--- config.mk ---
export PLATFORM = sky130hd
export DESIGN_NAME = ipr_top
export DESIGN_NICKNAME = d
export VERILOG_FILES = /design/src/rtl/ipr_pkg.sv /design/src/rtl/ipr_top.sv
export SDC_FILE = /design/constraint.sdc
export NUM_CORES = 1
export LEC_CHECK = 0
export BUFFER_PORTS_ARGS = -buffer_cell sky130_fd_sc_hd__buf_2
export CAP_MARGIN = 40
export CORE_MARGIN = 4
export CORE_UTILIZATION = 52
export CTS_BUF_LIST = sky130_fd_sc_hd__clkbuf_8
export CTS_CLUSTER_DIAMETER = 120
export DETAILED_ROUTE_END_ITERATION = 16
export PLACE_DENSITY = 0.95
export SYNTH_ARGS = -nofsm -noshare
export SYNTH_HDL_FRONTEND = slang
export SYNTH_SLANG_ARGS = --single-unit
--- constraint.sdc ---
create_clock -name hclk -period 2.4 [get_ports hclk]
set_clock_uncertainty 0.05 [all_clocks]
set_input_delay 0.24 -clock hclk [delete_from_list [all_inputs] [get_ports hclk]]
set_output_delay 0.24 -clock hclk [all_outputs]
set_load 0.005 [all_outputs]
--- src/rtl/ipr_pkg.sv ---
// constants for the peripheral interrupt and reset cause register block
// Operation
// - enables_a: one enable per source, bit7 zero
// - peripheral irq needs group enable bit 6
// - flags set regardless of any enable
// - flags_b bit4 set on nvm write done
// - flags_b bit7 set on oscillator failure
// - flags_b bit6 set on comparator change
// - unimplemented bits read as zero
// - converter bits only on converter variant
// - reset cause bit0 cleared by brown-out
// - brown-out bit undefined after power-on; the code forces it to zero on hresetn
// - brown-out bit meaningless when detector disabled
// - global ctrl: enables 7..3, flags 2..0
// - flags_a bits match enables_a positions
// - global ctrl mirrored in every bank
// - unmapped addresses read zero
package ipr_pkg;
    // register indices; byte address is four times the index
    localparam int         IDX_W               = 9;
    localparam int         ADDR_LSB            = 2;
    localparam logic [8:0] IDX_INT_GLOBAL_CTRL = 9'h00b;
    localparam logic [8:0] IDX_FLAGS_A         = 9'h00c;
    localparam logic [8:0] IDX_FLAGS_B         = 9'h00d;
    localparam logic [8:0] IDX_ENABLES_A       = 9'h08c;
    localparam logic [8:0] IDX_RESET_CAUSE     = 9'h08e;
    localparam logic [8:0] IDX_EVT_STATUS      = 9'h1f0;
    localparam logic [8:0] IDX_EVT_MASK        = 9'h1f1;
    localparam int         BANK_LOW_W          = 7;

    // field positions
    localparam int GLOBAL_EN_BIT   = 7;
    localparam int GROUP_EN_BIT    = 6;
    localparam int CORE_EN_LSB     = 3;
    localparam int CORE_FLAG_LSB   = 0;
    localparam int CONVERTER_BIT   = 6;
    localparam int NVM_DONE_BIT    = 4;
    localparam int CMP_CHANGE_BIT  = 6;
    localparam int OSC_FAIL_BIT    = 7;
    localparam int POR_STATUS_BIT  = 1;
    localparam int BOR_STATUS_BIT  = 0;

    // implemented bits
    localparam logic [7:0] MASK_FLAGS_A  = 8'h7f;
    localparam logic [7:0] MASK_FLAGS_B  = 8'hd0;
    localparam logic [7:0] MASK_RST_CAUSE = 8'h03;

    // values after reset
    localparam logic [7:0] RST_INT_CTRL  = 8'h00;
    localparam logic [7:0] RST_FLAGS_A   = 8'h00;
    localparam logic [7:0] RST_FLAGS_B   = 8'h00;
    localparam logic [7:0] RST_ENABLES_A = 8'h00;
    localparam logic [1:0] RST_RST_CAUSE = 2'h0;
    localparam logic [2:0] RST_EVT       = 3'h0;

    // ahb-lite encodings
    localparam logic [1:0] HTRANS_NONSEQ = 2'h2;
    localparam logic [1:0] HTRANS_SEQ    = 2'h3;
    localparam logic       HRESP_OKAY    = 1'b0;
endpackage : ipr_pkg

--- src/rtl/ipr_top.sv ---
// peripheral interrupt flags, enables and reset cause over ahb-lite
`timescale 1ns/1ps
module ipr_top
    import ipr_pkg::*;
#(
    parameter int HAS_CONVERTER = 1
) (
    input  wire logic        hclk,
    input  wire logic        hresetn,
    input  wire logic        hsel,
    input  wire logic [31:0] haddr,
    input  wire logic [1:0]  htrans,
    input  wire logic        hwrite,
    input  wire logic [2:0]  hsize,
    input  wire logic [31:0] hwdata,
    input  wire logic        hready,
    output logic             hreadyout,
    output logic             hresp,
    output logic [31:0]      hrdata,
    input  wire logic        timer0_ovf_evt,
    input  wire logic        ext_pin_evt,
    input  wire logic        port_change_evt,
    input  wire logic        converter_evt,
    input  wire logic        serial_rx_evt,
    input  wire logic        serial_tx_evt,
    input  wire logic        sync_port_evt,
    input  wire logic        capcomp_evt,
    input  wire logic        timer2_match_evt,
    input  wire logic        timer1_ovf_evt,
    input  wire logic        nvm_write_done_evt,
    input  wire logic        comparator_change_evt,
    input  wire logic        osc_fail_evt,
    input  wire logic        brownout_reset,
    input  wire logic        brownout_detect_cfg,
    output logic             core_irq_req,
    output logic             irq
);

    // variant check: converter present or not, nothing else
    if (HAS_CONVERTER != 0 && HAS_CONVERTER != 1) begin : g_chk
        $error("HAS_CONVERTER must be 0 or 1");
    end

    // converter bit vanishes on the variant without it
    localparam logic [7:0] FA_MASK = (HAS_CONVERTER == 1) ? MASK_FLAGS_A
        : (MASK_FLAGS_A & ~(8'h01 << CONVERTER_BIT));

    // register map: one byte per aligned word, bits 31:8 read zero
    //
    // int_global_ctrl, index 0x00b, also wherever index[6:0] is 0x0b
    //   bit 7    global_irq_enable, master gate on the core request
    //   bit 6    periph_group_enable, gates every peripheral source
    //   bit 5    timer0_ovf_enable
    //   bit 4    ext_pin_irq_enable
    //   bit 3    port_change_enable
    //   bit 2    timer0_ovf_flag, set by its strobe
    //   bit 1    ext_pin_irq_flag, set by its strobe
    //   bit 0    port_change_flag, set by its strobe
    //
    // periph_flags_a, index 0x00c
    //   bit 7    spare, reads zero
    //   bit 6    converter_flag, converter build only
    //   bit 5    serial_rx_flag
    //   bit 4    serial_tx_flag
    //   bit 3    sync_port_flag
    //   bit 2    capcomp_flag
    //   bit 1    timer2_match_flag
    //   bit 0    timer1_ovf_flag
    //
    // periph_flags_b, index 0x00d
    //   bit 7    osc_fail_flag, clock fell back to internal_rc_osc
    //   bit 6    comparator_change_flag
    //   bit 5    spare, reads zero
    //   bit 4    nvm_write_done_flag
    //   bits 3:0 spare, read zero
    //
    // periph_enables_a, index 0x08c, positions as in periph_flags_a
    //   bit 7    spare, reads zero
    //   bit 6    converter_enable, converter build only
    //   bit 5    serial_rx_enable
    //   bit 4    serial_tx_enable
    //   bit 3    sync_port_enable
    //   bit 2    capcomp_enable
    //   bit 1    timer2_match_enable
    //   bit 0    timer1_ovf_enable
    //
    // reset_cause, index 0x08e
    //   bits 7:2 spare, read zero
    //   bit 1    power-on status, zero after hresetn
    //   bit 0    brownout_status, zero after a counted brown-out
    //
    // evt_status, index 0x1f0, write one to clear
    //   bit 2    some periph_flags_b bit was set
    //   bit 1    some periph_flags_a bit was set
    //   bit 0    some core flag was set
    //
    // evt_mask, index 0x1f1, same layout, plain read and write
    //
    // every other index reads zero and drops writes
    //
    // bus timing
    //   zero wait states; hreadyout never drops, response always okay
    //   the address phase decodes the index and registers the read byte
    //   write data is taken one edge later, in the data phase
    //   a write lands at the edge that ends its data phase
    //   a read whose address phase meets a write's data phase sees the
    //   old value: the trade for a read path with no write bypass
    //   hsize is not looked at; only whole-word transfers are expected
    //   haddr[1:0] and haddr[31:11] are ignored
    //   hwdata[31:8] is ignored; the event registers use bits 2:0
    //   hrdata is zero outside a read data phase
    //
    // flag behaviour
    //   strobes set flags whatever the enables say
    //   a strobe held high sets its flag again on every edge
    //   a software write stores the byte: zero clears, one sets
    //   a strobe in the same cycle as a write wins, so no event is lost
    //   software should clear a flag before setting its enable, or a
    //   stale flag raises a request at once
    //   converter bit 6 is tied to zero on the build without it
    //   flags have no clear-on-read; software clears them by writing
    //
    // request to the core
    //   global enable and a core flag with its enable, or
    //   global and group enable and a peripheral flag with its enable
    //   periph_flags_b has no enable register, so any set bit counts
    //   combinational from registers, so it follows a flag in its cycle
    //   the core request does not look at evt_mask
    //
    // summary interrupt
    //   irq is high while evt_status and evt_mask share a set bit
    //   it ignores the enables, so polled code can still be woken
    //
    // brown-out handling
    //   brownout_reset is a one-cycle strobe, synchronous to hclk
    //   ignored while brownout_detect_cfg is low
    //   clears control, flags and enables as hresetn does
    //   clears reset_cause bit 0, keeps bit 1 as software left it
    //   strobes in the same cycle are dropped from the flags; the reset wins
    //   evt_status and evt_mask ride through it
    //
    // limitations
    //   the brown-out status after hresetn is really unknown; it is
    //   forced to zero here so that simulation starts from known state
    //   with the detector disabled that bit carries no meaning
    //   only int_global_ctrl is mirrored across the four banks
    //   a held brownout_reset keeps the registers cleared
    //   every register sits in flip-flops; there is no memory macro

    logic [7:0]       int_global_ctrl;
    logic [7:0]       periph_flags_a;
    logic [7:0]       periph_flags_b;
    logic [7:0]       periph_enables_a;
    logic [1:0]       reset_cause;
    logic [2:0]       evt_status;
    logic [2:0]       evt_mask;
    logic [7:0]       next_int_global_ctrl;
    logic [7:0]       next_periph_flags_a;
    logic [7:0]       next_periph_flags_b;
    logic [2:0]       set_core;
    logic [7:0]       set_a;
    logic [7:0]       set_b;
    logic             wr_pend;
    logic [IDX_W-1:0] wr_idx;
    logic             wr_ctrl;
    logic             wr_fa;
    logic             wr_fb;
    logic             wr_ea;
    logic             wr_rc;
    logic             wr_es;
    logic             wr_em;
    logic             rd_go;
    logic             wr_go;
    logic [IDX_W-1:0] a_idx;
    logic [7:0]       rd_val;
    logic             bor_hit;
    logic             core_hit;
    logic             periph_hit;

    // zero wait state slave, always okay
    assign hreadyout = 1'b1;
    assign hresp     = HRESP_OKAY;

    // address phase qualification
    assign a_idx = haddr[ADDR_LSB +: IDX_W];
    assign rd_go = hsel & hready & htrans[1] & ~hwrite;
    assign wr_go = hsel & hready & htrans[1] & hwrite;

    // write address held for the data phase
    always_ff @(posedge hclk or negedge hresetn) begin
        if (!hresetn) begin
            wr_pend <= 1'b0;
            wr_idx  <= '0;
        end else begin
            wr_pend <= wr_go;
            wr_idx  <= a_idx;
        end
    end

    // write strobes in the data phase; ctrl mirrors across banks
    assign wr_ctrl = wr_pend & (wr_idx[BANK_LOW_W-1:0]
                     == IDX_INT_GLOBAL_CTRL[BANK_LOW_W-1:0]);
    assign wr_fa   = wr_pend & (wr_idx == IDX_FLAGS_A);
    assign wr_fb   = wr_pend & (wr_idx == IDX_FLAGS_B);
    assign wr_ea   = wr_pend & (wr_idx == IDX_ENABLES_A);
    assign wr_rc   = wr_pend & (wr_idx == IDX_RESET_CAUSE);
    assign wr_es   = wr_pend & (wr_idx == IDX_EVT_STATUS);
    assign wr_em   = wr_pend & (wr_idx == IDX_EVT_MASK);

    // brown-out only counts while the detector is enabled
    assign bor_hit = brownout_reset & brownout_detect_cfg;

    // hardware set strobes, taken whatever the enables say
    assign set_core = {timer0_ovf_evt, ext_pin_evt, port_change_evt};
    assign set_a    = {1'b0, converter_evt, serial_rx_evt, serial_tx_evt,
                       sync_port_evt, capcomp_evt, timer2_match_evt,
                       timer1_ovf_evt} & FA_MASK;
    assign set_b    = {osc_fail_evt, comparator_change_evt, 1'b0,
                       nvm_write_done_evt, 4'h0};

    // per-bit flag update: a set in the same cycle beats the write
    for (genvar i = 0; i < 8; i++) begin : g_flag
        assign next_periph_flags_a[i] = FA_MASK[i] & (set_a[i]
            | (wr_fa ? hwdata[i] : periph_flags_a[i]));
        assign next_periph_flags_b[i] = MASK_FLAGS_B[i] & (set_b[i]
            | (wr_fb ? hwdata[i] : periph_flags_b[i]));
        if (i < 3) begin : g_core
            assign next_int_global_ctrl[i] = set_core[i]
                | (wr_ctrl ? hwdata[i] : int_global_ctrl[i]);
        end else begin : g_en
            assign next_int_global_ctrl[i] = wr_ctrl ? hwdata[i]
                                             : int_global_ctrl[i];
        end
    end

    // global control register
    always_ff @(posedge hclk or negedge hresetn) begin
        if (!hresetn) begin
            int_global_ctrl <= RST_INT_CTRL;
        end else if (bor_hit) begin
            int_global_ctrl <= RST_INT_CTRL;
        end else begin
            int_global_ctrl <= next_int_global_ctrl;
        end
    end

    // peripheral flag registers
    always_ff @(posedge hclk or negedge hresetn) begin
        if (!hresetn) begin
            periph_flags_a <= RST_FLAGS_A;
            periph_flags_b <= RST_FLAGS_B;
        end else if (bor_hit) begin
            periph_flags_a <= RST_FLAGS_A;
            periph_flags_b <= RST_FLAGS_B;
        end else begin
            periph_flags_a <= next_periph_flags_a;
            periph_flags_b <= next_periph_flags_b;
        end
    end

    // peripheral enables; software should clear a flag first
    always_ff @(posedge hclk or negedge hresetn) begin
        if (!hresetn) begin
            periph_enables_a <= RST_ENABLES_A;
        end else if (bor_hit) begin
            periph_enables_a <= RST_ENABLES_A;
        end else if (wr_ea) begin
            periph_enables_a <= hwdata[7:0] & FA_MASK;
        end
    end

    // reset cause: power-on clears both, the brown-out bit is not
    // trustworthy after power-on and software must set it
    always_ff @(posedge hclk or negedge hresetn) begin
        if (!hresetn) begin
            reset_cause <= RST_RST_CAUSE;
        end else if (bor_hit) begin
            reset_cause[BOR_STATUS_BIT] <= 1'b0;
        end else if (wr_rc) begin
            reset_cause <= hwdata[1:0];
        end
    end

    // interrupt request to the core
    assign core_hit   = |(int_global_ctrl[CORE_EN_LSB +: 3]
                          & int_global_ctrl[CORE_FLAG_LSB +: 3]);
    assign periph_hit = int_global_ctrl[GROUP_EN_BIT]
                        & (|(periph_enables_a & periph_flags_a)
                        | |(MASK_FLAGS_B & periph_flags_b));
    assign core_irq_req = int_global_ctrl[GLOBAL_EN_BIT]
                          & (core_hit | periph_hit);

    // event summary: sticky, write one to clear, set wins
    always_ff @(posedge hclk or negedge hresetn) begin
        if (!hresetn) begin
            evt_status <= RST_EVT;
        end else begin
            evt_status <= ((wr_es ? (evt_status & ~hwdata[2:0]) : evt_status)
                          | {|set_b, |set_a, |set_core});
        end
    end

    // summary mask
    always_ff @(posedge hclk or negedge hresetn) begin
        if (!hresetn) begin
            evt_mask <= RST_EVT;
        end else if (wr_em) begin
            evt_mask <= hwdata[2:0];
        end
    end

    assign irq = |(evt_status & evt_mask);

    // read mux for the address phase
    always_comb begin
        rd_val = 8'h00;
        if (a_idx[BANK_LOW_W-1:0]
            == IDX_INT_GLOBAL_CTRL[BANK_LOW_W-1:0]) begin
            rd_val = int_global_ctrl;
        end else begin
            case (a_idx)
                IDX_FLAGS_A:     rd_val = periph_flags_a & FA_MASK;
                IDX_FLAGS_B:     rd_val = periph_flags_b & MASK_FLAGS_B;
                IDX_ENABLES_A:   rd_val = periph_enables_a & FA_MASK;
                IDX_RESET_CAUSE: rd_val = {6'h00, reset_cause};
                IDX_EVT_STATUS:  rd_val = {5'h00, evt_status};
                IDX_EVT_MASK:    rd_val = {5'h00, evt_mask};
                default:         rd_val = 8'h00;
            endcase
        end
    end

    // read data registered so it stands in the data phase
    always_ff @(posedge hclk or negedge hresetn) begin
        if (!hresetn) begin
            hrdata <= 32'h0000_0000;
        end else if (rd_go) begin
            hrdata <= {24'h00_0000, rd_val};
        end else begin
            hrdata <= 32'h0000_0000;
        end
    end

endmodule : ipr_top

== After elaboration in Yosys (flattened, before gate mapping) ==
Cells that the tools add are included.
Cells by class
  eq/ne operators: 14
  muxes and demuxes: 29
  bitwise logic cells: 37
  reductions and logical operators: 11
Operators with widths (count)
  $mux W8: 6
  $pmux W8 S6: 1
  $eq A9 B4 Y1 const B: 4
  $eq A9 B8 Y1 const B: 4
  $eq A9 B9 Y1 const B: 4
  $mux W1: 20
  $or A1 B1 Y1: 15
  $reduce_or A3 Y1: 5
  $and A1 B1 Y1: 14
  $eq A7 B4 Y1 const B: 2
  $and A3 B3 Y3: 3
  $and A8 B7 Y8: 1
  $reduce_or A8 Y1: 1
  $mux W7: 1
  $reduce_or A7 Y1: 1
  $reduce_bool A2 Y1: 3
  $mux W3: 1
  $not A3 Y3: 1
  $or A3 B3 Y3: 1
  $not A1 Y1: 2
  $reduce_and A2 Y1: 1
Storage, ports and cells
  output and inout bits: 36
  flip-flop bits (word level): 57
  word-level logic and storage cells: 103

== Logic depth before layout (Yosys ltp) ==
  depth in word-level cells: 6
  mapped depth: 5
  depth with buffers taken out: 4

== Least setup slack after synthesis ==
Ideal clock, no wire load.
  path kind: register -> register
  start point: reg wr_idx[4]
  end point: reg reset_cause[1]
  required time: 2225 ps
  clock period less this slack: 1558 ps
  slack: 842 ps
  stages on the path, launching flop included: 5
  library setup time: 125 ps
  data arrival time: 1383 ps
  buffers on the path: 0
  cells stage by stage: dfrtp_1 nor4b_4 nand4_1 nor2_1 mux2_2
Between the ends
  word-level cells in the longest chain between the ends: 3
Ends and longest elaborated chain
  start: declaration: RTL line ipr_top.sv:164  | logic [IDX_W-1:0] wr_idx;
  start signal: assignment: RTL line ipr_top.sv:196  | wr_idx <= a_idx;
  $eq A9 B8 Y1: RTL line ipr_top.sv:206  | assign wr_rc = wr_pend & (wr_idx == IDX_RESET_CAUSE);
  $and A1 B1 Y1: RTL line ipr_top.sv:206
  $reduce_and A2 Y1 (no source line)
  end signal: assignment: RTL line ipr_top.sv:280  | reset_cause <= hwdata[1:0];
  end: declaration: RTL line ipr_top.sv:154  | logic [1:0] reset_cause;
No other way between the ends.
A chain may end at the register's enable or synchronous reset.

== Worst setup path after layout ==
  start point: reg periph_flags_a[6]
  end point: out core_irq_req
Between the ends
  word-level cells in the longest chain between the ends: 6
Ends and longest elaborated chain
  start: declaration: RTL line ipr_top.sv:151  | logic [7:0] periph_flags_a;
  start signal: assignment: RTL line ipr_top.sv:256  | periph_flags_a <= next_periph_flags_a;
  $and A8 B7 Y8: RTL line ipr_top.sv:288  | & (|(periph_enables_a & periph_flags_a)
  $reduce_or A8 Y1: RTL line ipr_top.sv:288
  $or A1 B1 Y1: RTL line ipr_top.sv:289  | | |(MASK_FLAGS_B & periph_flags_b));
  $and A1 B1 Y1: RTL line ipr_top.sv:288
  $or A1 B1 Y1: RTL line ipr_top.sv:291  | & (core_hit | periph_hit);
  $and A1 B1 Y1: RTL line ipr_top.sv:291
  end: declaration: RTL line ipr_top.sv:35  | output logic core_irq_req,
No other way between the ends.

==> results.sh <==
export IMPL_total_power_mw=1.58
export IMPL_antenna_found_initial=0
export IMPL_post_cts_setup_buffer_count=0
export IMPL_synth_top_cells_by_area="dfrtp_1, buf_4, mux2i_1"
export IMPL_register_area_mm2=0.00128
export IMPL_placed_area_mm2=0.00282
export IMPL_n_fill_cell=392
export IMPL_status="finished clean"
export IMPL_vias=2104
export IMPL_whs_path_depth=1
export IMPL_area_growth_pct=12.0
export IMPL_fin_nets=378
export IMPL_rsz0062_at_grt="false"
export IMPL_postLayoutCellArea_mm2=0.00291
export IMPL_port_buffers=47
export IMPL_drv_slew=0
export IMPL_finalSetupViolations=0
export IMPL_place_gp_congestion=0.848
export IMPL_multiInputGateArea_mm2=0.00118
export IMPL_leakage_nw=1.44
export IMPL_r2r_start="wr_idx[4]"
export IMPL_worstHoldPathType="in -> reg"
export IMPL_synthCells=238
export IMPL_synth_area_mm2=0.00260
export IMPL_rows=25
export IMPL_cp_start_kind="register"
export IMPL_critPathArrivalTime_ns=1.83
export IMPL_r2r_setup_slack_ns=0.60
export IMPL_coreArea_mm2=0.00479
export IMPL_grt_max_degree=33
export IMPL_fmaxAchievable_mhz=472
export IMPL_cts_tree="built"
export IMPL_ys_warn_count=0
export IMPL_final_layout_size_suffix_gt1_frac=0.270
export IMPL_first_pass_iters=6
export IMPL_die_w_um=78.7
export IMPL_track_usage=0.211
export IMPL_ir_drop_uv=311
export IMPL_drt_total_wl_um=6260
export IMPL_worst_slew_pin_slew_ns=0.700
export IMPL_post_route_period_util=0.883
export IMPL_cts_buffers=5
export IMPL_ys_ff_latch=51
export IMPL_yosysTopAreaCell="dfrtp_1"
export IMPL_route_detailed_drc=0
export IMPL_crit_type="reg -> out"
export IMPL_ys_async_sr_fraction=1.00
export IMPL_synth_most_common_cell="dfrtp_1"
export IMPL_synth_enable_flop_cells=0
export IMPL_synth_top_area_frac=0.491
export IMPL_dp_hpwl_um=4760
export IMPL_fp_dieH_um=78.7
export IMPL_grt_remaining_overflow=0
export IMPL_clk_pin_slew_ns=0.09
export IMPL_drt_wirelength_per_cell_um=17.6
export IMPL_antennaDiodeCount=0
export IMPL_clockRootBuffer="clkbuf_8"
export IMPL_ys_types=44
export IMPL_first_global_vias=2077
export IMPL_holdCritStartpoint="haddr[10]"
export IMPL_grt_pass1_wl_um=9980
export IMPL_ctsResizeCount=0
export IMPL_finalHoldViolCount=0
export IMPL_min_to="wr_idx[8]"
export IMPL_ys_flop_type="dfrtp_1"
export IMPL_holdBufCountCts=1
export IMPL_path_max_fanout=3
export IMPL_clkSinkCount=51
export IMPL_end_kind="output port"
export IMPL_power_density_mw_per_mm2=541
export IMPL_syn_avg_cell_area_um2=10.9
export IMPL_clock_latency_ns=0.31
export IMPL_clock_path_buffers=2
export IMPL_reg2reg_depth=4
export IMPL_ios=125
export IMPL_ys_seq_area_frac=0.491
export IMPL_dieArea_mm2=0.00620
export IMPL_max_cap_viol_count=0
export IMPL_setup_tns_ns=0
export IMPL_viasPerCell=5.91
export IMPL_initial_utilization=0.544
export IMPL_htree_levels=2
export IMPL_slew_headroom=0.533
export IMPL_r2r_end="periph_flags_a[1]"
export IMPL_drt_initial_drc_count=178
export IMPL_synth_common_cells="dfrtp_1, buf_4, nor2_1"
export IMPL_period_minus_slack_ns=2.12
export IMPL_crit_required_ns=2.11
export IMPL_ant_nets=0
logic make-up (layout without fill, tap and decap cells):
logic type / count (synthesis) / in the layout / synth area share
DFF: 51 / 51 / 0.491
AOI/OAI and AO/OA: 51 / 51 / 0.133
buffers and inverters: 34 / 61 / 0.0890
muxes: 27 / 27 / 0.110
other: 2 / 26 / 0.00289
and+or+nand+nor: 73 / 73 / 0.175
worst max path at each step:
stage | depth (start not counted) | slack [ns] | startpoint | endpoint
global placement | 4 | 0.65 | wr_idx[1] | evt_status[2]
global route | 5 | 0.19 | periph_flags_a[6] | core_irq_req
finish | 5 | 0.28 | periph_flags_a[6] | core_irq_req
detailed placement | 4 | 0.63 | wr_idx[4] | periph_flags_a[1]
CTS | 5 | 0.28 | periph_flags_a[6] | core_irq_req
floorplan | 4 | 0.84 | wr_idx[4] | reset_cause[1]
sequential cells by signal (all words and copies together) (netlist names):
register and flops:
periph_flags_a 7, periph_enables_a 7, wr_pend 1, hrdata 8, wr_idx 9, evt_mask 3
evt_status 3, reset_cause 2, int_global_ctrl 8, periph_flags_b 3
final cells by class:
class	count	share of cell area
Clock buffer	6	0.0283
Clock inverter	1	0.00172
Inverter	2	0.00258
Multi-Input combinational cell	177	0.406
Sequential cell	51	0.438
Tap cell	67	0.0288
Timing Repair Buffer	52	0.0945
worst max-delay path, stage by stage (launching register included):
cell and delay, ns:
dfrtp_1 0.41, a222oi_1 0.35, nand3_1 0.14, o41ai_1 0.29, a21boi_0 0.17, buf_2 0.16
report_power, final:
| group | internal (mW) | switching, mW |
|---|---|---|
| combinational | 0.0629 | 0.102 |
| clock | 0.227 | 0.271 |
| sequential | 0.888 | 0.0273 |
per-stage QoR:
| step | cells | hold WS, ns | util | worst slack [ns] |
|---|---|---|---|---|
| finish | 356 | 0.0121 | 0.609 | 0.281 |
| global route | 356 | 0.0153 | 0.609 | 0.186 |
| CTS | 356 | 0.0115 | 0.609 | 0.284 |
| detailed placement | 348 | 0.271 | 0.588 | 0.628 |
| global placement | 348 | 0.261 | 0.588 | 0.654 |
| floorplan | 262 | -0.106 | - | 0.842 |
per-layer routing:
layer	global-route usage	vias to the layer above	share of wire
li1	-	939	-
met1	0.251	1022	0.38
met2	0.350	128	0.51
met3	0.0669	15	0.089
met4	0.0944	0	0.020
met5	0	-	0
placed cells by master, fill, tap and decap left out, types with 4 or more instances in the layout:
cell       n
nand2_1   14
mux2_2    12
mux2i_1   15
nor3_1     4
nor2_1    22
a31oi_1   10
clkbuf_8   6
conb_1    26
dfrtp_1   51
buf_4      4
buf_2     47
a21oi_1   13
a22oi_1   10
Note: power is estimated with default switching activity, not from simulation.
